===== config.mk =====
export PLATFORM = sky130hd
export DESIGN_NAME = smc_core
export DESIGN_NICKNAME = d
export VERILOG_FILES = /design/src/smc_pkg.sv /design/src/smc_core.sv
export SDC_FILE = /design/constraint.sdc
export NUM_CORES = 2
export LEC_CHECK = 0
export BUFFER_PORTS_ARGS = -buffer_cell sky130_fd_sc_hd__clkbuf_2
export CAP_MARGIN = 10
export CORE_MARGIN = 2
export CORE_UTILIZATION = 60
export DETAILED_ROUTE_END_ITERATION = 8
export PLACE_DENSITY = 0.76
export REMOVE_ABC_BUFFERS = 1
export SLEW_MARGIN = 20
export SYNTH_ARGS = -nofsm -noshare
export SYNTH_HDL_FRONTEND = slang
export SYNTH_SLANG_ARGS = --single-unit

===== constraint.sdc =====
create_clock -name sys_clk -period 19.85 [get_ports sys_clk]
set_clock_uncertainty 0.1 [all_clocks]
set_input_delay 1.985 -clock sys_clk [delete_from_list [all_inputs] [get_ports sys_clk]]
set_output_delay 1.985 -clock sys_clk [all_outputs]
set_load 0.02 [all_outputs]

===== src/smc_pkg.sv =====
// What this block does
// - Commands and data move over an 8-bit port with select, read and write strobes.
// - Select, chip select and read low together return the status byte at any time.
// - An interrupt line tells the host of unmasked flagged conditions.
// - Two quadrature phases are decoded; the leading first phase means forward.
// - Parallel output is 8 bits or 12 bits sent as two 6-bit halves.
// - PWM output is a sign plus a 7-bit pulse width magnitude.
// - Status reads 0x00 after reset, then 0x84 or 0xC4 within 1.5 ms.
// - Masking all then clearing all flags turns 0x84 into 0x80.
// - Reset selects 8-bit output; the wide output command selects 12-bit.
// - Each filter load carries the derivative interval in its top byte.
// - Integral term is limited; growth of the same sign beyond it is ignored.
// - Trajectory values wait pending until the start command.
// - Filter values wait pending until the filter update command.
// - Velocity and target change while moving; acceleration does not.
// - An acceleration change applies at a start made with the motor off or the profile finished.
// - Start energises the motor; a start made with the motor off restarts from actual position at rest.
// - A new maximum velocity acts on the running profile.
// - Busy is bit 0 of the status byte.
// - Start aborts the sample in progress; output keeps the previous value.
package smc_pkg;
localparam int CLK_PERIOD_NS = 10;
localparam int INIT_TIME_NS = 1500000;
localparam int INIT_CYCLES = INIT_TIME_NS / CLK_PERIOD_NS;
localparam int SAMPLE_CYCLES = 2048;
localparam int BUSY_CYCLES = 4;
localparam logic [7:0] CMD_START = 8'h01;
localparam logic [7:0] CMD_FILT_UPD = 8'h04;
localparam logic [7:0] CMD_WIDE = 8'h05;
localparam logic [7:0] CMD_MASK = 8'h1C;
localparam logic [7:0] CMD_CLEAR = 8'h1D;
localparam logic [7:0] CMD_FILT_LOAD = 8'h1E;
localparam logic [7:0] CMD_TRAJ_LOAD = 8'h1F;
localparam logic [7:0] STATUS_RESET = 8'h00;
localparam logic [2:0] MASK_RESET = 3'h0;
localparam logic [14:0] PIN_IDLE = 15'h400F;
localparam int TRJ_OFF = 8;
localparam int TRJ_ACC = 5;
localparam int TRJ_VEL = 3;
localparam int TRJ_POS = 1;
localparam int FIL_DS_LSB = 8;
typedef struct packed {
   logic cs_n;
   logic rd_n;
   logic wr_n;
   logic sel_n;
   logic [7:0] data;
} smc_host_in_type;
typedef struct packed {
   logic [7:0] data;
   logic oe;
} smc_host_out_type;
typedef struct packed {
   logic [7:0] word;
   logic half_sel;
   logic pwm_sign;
   logic pwm_mag;
} smc_motor_type;
typedef enum logic [2:0] {LD_NONE, LD_MASK, LD_CLEAR, LD_FCTRL, LD_TCTRL, LD_FWORD, LD_TWORD}
   smc_load_type;
endpackage : smc_pkg


===== src/smc_core.sv =====
`timescale 1ns/1ps
module smc_core #(
   parameter int INIT_COUNT = smc_pkg::INIT_CYCLES,
   parameter int BUSY_COUNT = smc_pkg::BUSY_CYCLES
) (
   input wire logic sys_clk,
   input wire logic reset,
   input wire smc_pkg::smc_host_in_type host_in,
   output smc_pkg::smc_host_out_type host_out,
   input wire logic enc_phase_a,
   input wire logic enc_phase_b,
   input wire logic index_input,
   output smc_pkg::smc_motor_type motor_out,
   output logic host_interrupt_line
);
   import smc_pkg::*;

   if (INIT_COUNT < 2 || BUSY_COUNT < 1 || BUSY_COUNT > 255) begin : g_check
      $error("smc_core: unsupported parameter value");
   end

   function automatic logic [2:0] top_bit(input logic [5:0] m);
      top_bit = 3'h0;
      for (int i = 0; i < 6; i++) begin
         if (m[i]) begin
            top_bit = 3'(i);
         end
      end
   endfunction : top_bit

   function automatic logic [15:0] sat16(input logic signed [31:0] v);
      if (v > 32'sd32767) begin
         sat16 = 16'h7FFF;
      end else if (v < -32'sd32768) begin
         sat16 = 16'h8000;
      end else begin
         sat16 = v[15:0];
      end
   endfunction : sat16

   // =====================================================================
   // Pin synchronisers
   logic [14:0] sync1, sync2, sync3, filt, filt_q;
   wire [14:0] raw = {index_input, enc_phase_b, enc_phase_a, host_in.data, host_in.sel_n,
      host_in.wr_n, host_in.rd_n, host_in.cs_n};
   wire [14:0] next_filt = (sync2 & sync3) | (filt & (sync2 ^ sync3));

   // A bit moves only when the second and third stages agree
   always_ff @(posedge sys_clk) begin
      sync1 <= raw;
      sync2 <= sync1;
      sync3 <= sync2;
      filt <= reset ? PIN_IDLE : next_filt;
      filt_q <= reset ? PIN_IDLE : filt;
   end

   // =====================================================================
   // Host port decode
   logic ready, byte_lo, wide, motor_off, moving;
   logic [7:0] hi_byte, busy_cnt;
   logic [$clog2(INIT_COUNT+1)-1:0] init_cnt;
   smc_load_type ld;
   logic [5:0] wmask;
   logic [3:0] fil_new;
   logic [2:0] trj_new, flags, mask;
   logic [15:0] fil_pend [4];
   logic [15:0] trj_pend [6];
   logic [7:0] ds_pend;
   wire [7:0] pin_data = filt[11:4];
   wire wr_fall = filt_q[2] & ~filt[2] & ~filt[0];
   wire cmd_take = wr_fall & ~filt[3] & ready;
   wire dat_take = wr_fall & filt[3] & ready;
   wire rd_act = ~filt[0] & ~filt[1];
   wire word_done = dat_take & byte_lo;
   wire [15:0] word = {hi_byte, pin_data};
   wire [2:0] widx = top_bit(wmask);
   wire [5:0] wrest = wmask & ~(6'h01 << widx);
   wire start_take = cmd_take && pin_data == CMD_START;
   wire upd_take = cmd_take && pin_data == CMD_FILT_UPD;
   wire off_req = word_done && ld == LD_TCTRL && word[TRJ_OFF];
   wire acc_ok = motor_off | ~moving;
   wire known = pin_data == CMD_START || pin_data == CMD_FILT_UPD || pin_data == CMD_WIDE
      || pin_data == CMD_MASK || pin_data == CMD_CLEAR || pin_data == CMD_FILT_LOAD
      || pin_data == CMD_TRAJ_LOAD;
   wire busy = busy_cnt != 8'h00;

   // Command and data byte pair sequencing
   always_ff @(posedge sys_clk) begin
      if (reset) begin
         ld <= LD_NONE;
         byte_lo <= 1'b0;
         hi_byte <= 8'h00;
         wmask <= 6'h00;
         fil_new <= 4'h0;
         trj_new <= 3'h0;
         ds_pend <= 8'h00;
         mask <= MASK_RESET;
         wide <= 1'b0;
      end else if (cmd_take) begin
         byte_lo <= 1'b0;
         ld <= LD_NONE;
         case (pin_data)
            CMD_MASK: ld <= LD_MASK;
            CMD_CLEAR: ld <= LD_CLEAR;
            CMD_FILT_LOAD: ld <= LD_FCTRL;
            CMD_TRAJ_LOAD: ld <= LD_TCTRL;
            CMD_WIDE: wide <= 1'b1;
            CMD_FILT_UPD: fil_new <= 4'h0;
            CMD_START: trj_new <= {trj_new[2] & ~acc_ok, 2'b00};
            default: ld <= LD_NONE;
         endcase
      end else if (dat_take && !byte_lo) begin
         hi_byte <= pin_data;
         byte_lo <= 1'b1;
      end else if (word_done) begin
         byte_lo <= 1'b0;
         ld <= LD_NONE;
         case (ld)
            LD_MASK: mask <= word[3:1];
            LD_FCTRL: begin
               ds_pend <= word[FIL_DS_LSB +: 8];
               wmask <= {2'b00, word[3:0]};
               if (word[3:0] != 4'h0) ld <= LD_FWORD;
            end
            LD_TCTRL: begin
               wmask <= {{2{word[TRJ_ACC]}}, {2{word[TRJ_VEL]}}, {2{word[TRJ_POS]}}};
               if ((word[TRJ_ACC] | word[TRJ_VEL] | word[TRJ_POS]) == 1'b1) ld <= LD_TWORD;
            end
            LD_FWORD: begin
               fil_pend[widx[1:0]] <= word;
               fil_new[widx[1:0]] <= 1'b1;
               wmask <= wrest;
               if (wrest != 6'h00) ld <= LD_FWORD;
            end
            LD_TWORD: begin
               trj_pend[widx] <= word;
               trj_new[widx[2:1]] <= 1'b1;
               wmask <= wrest;
               if (wrest != 6'h00) ld <= LD_TWORD;
            end
            default: ld <= LD_NONE;
         endcase
      end
   end

   // Busy window and power-up delay
   always_ff @(posedge sys_clk) begin
      if (reset) begin
         busy_cnt <= 8'h00;
         init_cnt <= '0;
         ready <= 1'b0;
      end else begin
         if (cmd_take || word_done) begin
            busy_cnt <= 8'(BUSY_COUNT);
         end else if (busy) begin
            busy_cnt <= busy_cnt - 8'h01;
         end
         if (!ready) begin
            init_cnt <= init_cnt + 1'b1;
            ready <= init_cnt == ($bits(init_cnt))'(INIT_COUNT - 1);
         end
      end
   end

   // =====================================================================
   // Flags, status byte and interrupt line
   wire ev_ready = !ready && init_cnt == ($bits(init_cnt))'(INIT_COUNT - 1);
   logic ev_done;
   wire ev_idx = filt_q[14] & ~filt[14];
   wire ev_err = cmd_take & ~known;
   wire [2:0] keep = (word_done && ld == LD_CLEAR) ? word[3:1] : 3'h7;
   wire [7:0] status = ready ? {motor_off, wide, 2'b00, flags, busy} : STATUS_RESET;

   // Hardware events win over a clear in the same cycle
   always_ff @(posedge sys_clk) begin
      if (reset) begin
         flags <= 3'h0;
         host_out <= '0;
         host_interrupt_line <= 1'b0;
      end else begin
         flags <= (flags & keep) | {ev_idx, ev_done | ev_ready, ev_err};
         host_out.data <= (rd_act & ~filt[3]) ? status : 8'h00;
         host_out.oe <= rd_act;
         host_interrupt_line <= |(flags & mask);
      end
   end

   // =====================================================================
   // Position decoder and profile generator
   logic signed [31:0] actual, target;
   logic [31:0] accel, vmax, cur_vel;
   logic [47:0] des;
   logic dir_fwd;
   logic [10:0] smp_cnt;
   wire tick = smp_cnt == 11'(SAMPLE_CYCLES - 1);
   wire q_step = (filt[12] ^ filt_q[12]) | (filt[13] ^ filt_q[13]);
   wire q_up = ~(filt_q[12] ^ filt[13]);
   wire signed [31:0] tgt_next = trj_new[0] ? {trj_pend[1], trj_pend[0]} : target;
   wire signed [31:0] base = motor_off ? actual : des[47:16];
   wire [31:0] vel_sum = cur_vel + accel;
   wire [31:0] vel_n = (vel_sum > vmax) ? vmax : vel_sum;
   wire [47:0] des_n = dir_fwd ? des + {16'h0000, vel_n} : des - {16'h0000, vel_n};
   wire passed = dir_fwd ? $signed(des_n[47:16]) >= target : $signed(des_n[47:16]) <= target;
   assign ev_done = tick & moving & passed;

   always_ff @(posedge sys_clk) begin
      if (reset) begin
         actual <= '0;
         target <= '0;
         accel <= '0;
         vmax <= '0;
         cur_vel <= '0;
         des <= '0;
         dir_fwd <= 1'b1;
         moving <= 1'b0;
         motor_off <= 1'b1;
         smp_cnt <= 11'h000;
      end else begin
         if (q_step) actual <= q_up ? actual + 32'sd1 : actual - 32'sd1;
         smp_cnt <= (tick || start_take) ? 11'h000 : smp_cnt + 11'h001;
         if (off_req) begin
            motor_off <= 1'b1;
            moving <= 1'b0;
         end else if (start_take) begin
            target <= tgt_next;
            if (trj_new[1]) vmax <= {trj_pend[3], trj_pend[2]};
            if (trj_new[2] && acc_ok) accel <= {trj_pend[5], trj_pend[4]};
            if (motor_off) begin
               des <= {actual, 16'h0000};
               cur_vel <= '0;
            end
            dir_fwd <= tgt_next >= base;
            moving <= 1'b1;
            motor_off <= 1'b0;
         end else if (tick && moving) begin
            cur_vel <= passed ? '0 : vel_n;
            des <= passed ? {target, 16'h0000} : des_n;
            moving <= ~passed;
         end
      end
   end

   // =====================================================================
   // Loop filter, one result per sample
   logic [15:0] kp, ki, kd, il, u, err_d, derr;
   logic [7:0] ds, dcnt;
   logic signed [23:0] integ;
   wire [15:0] err = sat16(des[47:16] - actual);
   wire signed [31:0] p_kp = $signed(kp) * $signed(err);
   wire signed [31:0] p_ki = $signed(ki) * $signed(integ[23:8]);
   wire signed [31:0] p_kd = $signed(kd) * $signed(derr);
   wire [31:0] ki_abs = p_ki[31] ? 32'(-p_ki) : 32'(p_ki);
   wire limited = ki_abs > {16'h0000, il};
   wire signed [31:0] il_pos = {16'h0000, il};
   wire signed [31:0] ki_use = limited ? (p_ki[31] ? -il_pos : il_pos) : p_ki;
   wire signed [31:0] u_sum = p_kp + ki_use + p_kd;

   always_ff @(posedge sys_clk) begin
      if (reset) begin
         {kp, ki, kd, il} <= '0;
         ds <= 8'h00;
         dcnt <= 8'h00;
         integ <= '0;
         err_d <= '0;
         derr <= '0;
         u <= '0;
      end else begin
         if (upd_take) begin
            if (fil_new[3]) kp <= fil_pend[3];
            if (fil_new[2]) ki <= fil_pend[2];
            if (fil_new[1]) kd <= fil_pend[1];
            if (fil_new[0]) il <= fil_pend[0];
            ds <= ds_pend;
         end
         if (motor_off) begin
            integ <= '0;
            u <= '0;
         end else if (tick) begin
            if (!(limited && err[15] == integ[23])) integ <= integ + 24'($signed(err));
            dcnt <= (dcnt >= ds) ? 8'h00 : dcnt + 8'h01;
            if (dcnt >= ds) begin
               derr <= err - err_d;
               err_d <= err;
            end
            u <= u_sum[15:0];
         end
      end
   end

   // =====================================================================
   // Motor outputs; 12-bit words alternate halves every clock
   logic [6:0] pwm_cnt;
   wire [7:0] mag_raw = u[15] ? 8'(-u[15:8]) : u[15:8];
   wire [6:0] mag7 = mag_raw[7] ? 7'h7F : mag_raw[6:0];
   wire [7:0] next_word = wide ? {2'b00, motor_out.half_sel ? u[9:4] : u[15:10]} : u[15:8];

   always_ff @(posedge sys_clk) begin
      if (reset) begin
         pwm_cnt <= 7'h00;
         motor_out <= '0;
      end else begin
         pwm_cnt <= pwm_cnt + 7'h01;
         motor_out.half_sel <= wide & ~motor_out.half_sel;
         motor_out.word <= next_word;
         motor_out.pwm_sign <= u[15];
         motor_out.pwm_mag <= pwm_cnt < mag7;
      end
   end

   // =====================================================================
   // Checks
   status_after_reset_a: assert property (@(posedge sys_clk) $fell(reset) |-> status == 8'h00)
      else $error("status not zero after reset");
   ready_status_a: assert property (@(posedge sys_clk) disable iff (reset)
      $rose(ready) |=> (status & 8'hBE) == 8'h84)
      else $error("status not 84 when ready");
   busy_window_a: assert property (@(posedge sys_clk) disable iff (reset)
      (cmd_take || word_done) |=> status[0] [*4] ##1 !status[0])
      else $error("busy window wrong");
   status_read_a: assert property (@(posedge sys_clk) disable iff (reset)
      (rd_act && !filt[3]) |=> host_out.oe && host_out.data == $past(status))
      else $error("status read failed");
   wide_select_a: assert property (@(posedge sys_clk) disable iff (reset)
      (cmd_take && pin_data == CMD_WIDE) |=> wide ##1 motor_out.word[7:6] == 2'b00)
      else $error("wide output not selected");
   integ_limit_a: assert property (@(posedge sys_clk) disable iff (reset)
      (ki_use[31] ? 32'(-ki_use) : 32'(ki_use)) <= {16'h0000, il})
      else $error("integral term over limit");
   target_hold_a: assert property (@(posedge sys_clk) disable iff (reset)
      !$past(start_take) |-> $stable(target))
      else $error("target changed without start");
   filter_hold_a: assert property (@(posedge sys_clk) disable iff (reset)
      !$past(upd_take) |-> $stable(kp) && $stable(il))
      else $error("filter changed without update");
   accel_moving_a: assert property (@(posedge sys_clk) disable iff (reset)
      (start_take && moving && !motor_off) |=> $stable(accel))
      else $error("acceleration changed while moving");
   start_rest_a: assert property (@(posedge sys_clk) disable iff (reset)
      (start_take && motor_off && !off_req) |=> des[47:16] == $past(actual) && cur_vel == 0
      && !motor_off)
      else $error("start did not restart from rest");
endmodule : smc_core


==> flow_summary.toml <==
[run_status]
outcome = "finished clean"

[setup_path]
critPathMaxFanout = 26
cp_data_arrival_time_ns = 17.22
r2r_cells = 60
timing.rr.end = "u[15]$_SDFFE_PP0N_"
reg2reg_from = "ki[7]$_SDFFE_PP0P_"
crit_slowest_cell = "dfxtp_1"
cpPeakStageDelay_ns = 0.89
reg2reg_slack_ns = 3.10
crit_type = "register to register"
worstSetupEndpointType = "register"
crit_family = "adder cells"
worst-path-buf-inv = 9
worstPathRequired_ns = 20.32
cp-start-kind = "register"
crit_path_frequent_cell = "fa_1"

[global_routing]
grt_pass1_vias = 46000
grt-ovfl-total = 0
grt_pass1_wl_mm = 245
grt_max_degree = 85
grtUsageTotal = 0.311
antenna_found_initial = 4

[synth]
async_reset_ff_frac = 0
ys_seq_area_frac = 0.267
ys.flop_type = "dfxtp_1"
synth.distinct_cells = 99
synth_edf_count = 160
synth_top_area_frac = 0.183
synth_seq_cells = 687
ys_warn_count = 0
yosysMostFrequentCell = "nand2_1"
ys_top_cells_by_area = "dfxtp_1 18%, fa_1 16%, ha_1 11%"
synth_top_cell_by_area = "dfxtp_1"
syn_area_sq_mm = 0.0576
synth_common_cells = "867 x nand2_1, 791 x inv_1, 527 x dfxtp_1"
syn_avg_cell_area_sq_um = 8.66
syn_inst = 6650

[clock_network]
numCtsBuffers = 77
clk_pin_slew_ns = 0.07
postCtsSetupBuffers = 0
clockRootBuffer = "clkbuf_16"
clock_path_buffers = 3
hold_buffers = 0
clk_latency_ns = 0.67
cts_sinks = 687
cts.repair.resized = 0
cts_tree = "built"
htreeDepth = 3

[sta]
rsz0062_at_grt = "no"
drv_slew = 0
tightest_slew_ns = 1.16
worst_slack_ns = 3.10
post-route-period-util = 0.844
min_period_ns = 16.75
hold_viol = 0
fin_tns_setup_ns = 0
timing.fmax_mhz = 59.7
setup_viol = 0
slew_headroom = 0.225

[finish]
nets = 7544
postLayoutCoreUtil = 0.649
synthToLayoutAreaGrowth_pct = 7.05
drive_gt1_frac = 0.0458

[power_and_ir_drop]
p_per_area_mw_per_mm2 = 60.2
cellLeakagePower_uw = 0.0273
ir_drop_mv = 0.0739
p_total_uw = 3710

[placement]
gp_congestion = 0.943
pre_cts_ws_ns = 3.28
hpwl_mm = 113
port_buffers = 35

[floorplan]
start_util = 0.606
die_h_um = 314
rows = 113
num_io_pins = 38
core_area_sq_mm = 0.0950
dieWidth_um = 314
die_area_sq_mm = 0.0985

[detailed_routing]
antenna_left = 0
vias = 46500
drc = 0
drtIter0Drc = 3867
first_pass_iters = 8
viasPerCell = 5.90
avgRoutedWirePerCell_um = 19.3
drt-total-wl_mm = 153

[hold_path]
hold_end = "sync2[5]$_DFF_P_"
hold_path_class = "register to register"
min-delay-start = "sync1[5]$_DFF_P_"
min_path_cells = 0

[run]
cap_violations = 0
## flip-flops by register name, summed over array words and instances (netlist names), 12 cells and up
| name | cells |
|---|---|
| actual | 32 |
| sync3 | 15 |
| fil_pend | 64 |
| integ | 24 |
| init_cnt | 18 |
| trj_pend | 96 |
| ki | 16 |
| derr | 16 |
| vmax | 32 |
| cur_vel | 32 |
| filt | 15 |
| kp | 16 |
| sync1 | 15 |
| des | 48 |
| kd | 16 |
| sync2 | 15 |
| accel | 32 |
| target | 32 |
| u | 12 |
| err_d | 16 |
| il | 16 |
## worst reg2reg max path: cells and delay by family (launching register included)
kind / cells / cell delay, ns
AOI/OAI and AO/OA: 18 / 3.34
and+or+nand+nor: 8 / 1.59
xor gates and xnor gates: 7 / 1.28
adders and majority gates: 17 / 8.24
muxes: 1 / 0.33
buffers and inverters: 9 / 0.89
DFF: 1 / 0.89
## cell usage in the layout (no fill, tap or decap), types with 41 or more instances in the layout
cell type / n
a21o_1: 103
nand4_1: 55
a21oi_1: 519
clkbuf_16: 79
nor2_1: 513
a211oi_1: 52
buf_4: 66
nand3_1: 74
nor3_1: 88
nor2b_1: 59
xor2_1: 91
nand2_1: 866
edfxtp_1: 160
o21ai_0: 184
dfxtp_1: 525
and2_1: 273
inv_1: 791
nand2b_1: 61
o21a_1: 41
xnor2_1: 265
fa_1: 465
ha_1: 506
mux2i_1: 180
a31oi_1: 44
## metrics by stage
| step | instances | area [sq um] | hold slack [ns] |
|---|---|---|---|
| 3_5_place_dp | 7742 | 58900 | 0.212 |
| 5_1_grt | 7884 | 61600 | 0.232 |
| 4_1_cts | 7884 | 61600 | 0.227 |
| 3_3_place_gp | 7742 | 58900 | 0.210 |
| 2_1_floorplan | 6376 | 56500 | 0.210 |
| 6_report | 7887 | 61600 | 0.226 |
## worst max-delay path by stage
stage	startpoint	to	slack, ns	cells after the start
floorplan	integ[9]$_SDFFE_PP0P_	u[15]$_SDFFE_PP0N_	3.70	58
global placement	ki[6]$_SDFFE_PP0P_	u[15]$_SDFFE_PP0N_	3.64	61
detailed placement	ki[8]$_SDFFE_PP0P_	u[15]$_SDFFE_PP0N_	3.28	60
CTS	ki[8]$_SDFFE_PP0P_	u[15]$_SDFFE_PP0N_	3.21	60
global route	ki[15]$_SDFFE_PP0P_	u[15]$_SDFFE_PP0N_	2.13	63
finish	ki[7]$_SDFFE_PP0P_	u[15]$_SDFFE_PP0N_	3.10	60
## area by class of cell
class	count	area, sq um
inverters	793	2980
repair buffers	101	681
multi-input cells	4896	38300
fillers	7819	33400
clock buffers	103	2190
flip-flops and latches	687	15400
clock inverters	39	534
diodes	3	7.51
well taps	1265	1580
## logic make-up after synthesis
kind of cell,share of synthesized area
AO/OA/AOI/OAI,0.132
XOR/XNOR,0.0547
adder cells (fa/ha/maj),0.272
buffers and inverters,0.0700
flip-flops,0.267
multiplexers,0.0328
other,0.0000651
AND/OR/NAND/NOR,0.172
## power breakdown
part	leakage, uW	total [uW]	internal (uW)	switching (uW)
Combinational	0.0202	707	254	453
Clock	0.00134	1530	884	645
Sequential	0.00575	1480	1450	25.7
Total	0.0273	3710	2590	1120
## layer usage
layer | up-vias | wire length [um] | GRT usage
li1 | 21900 | - | -
met1 | 22600 | 65500 | 0.416
met2 | 1641 | 72100 | 0.523
met3 | 325 | 9670 | 0.0352
met4 | 2 | 5270 | 0.109
met5 | - | 13 | 0
Power figures use the tool's default switching activity.
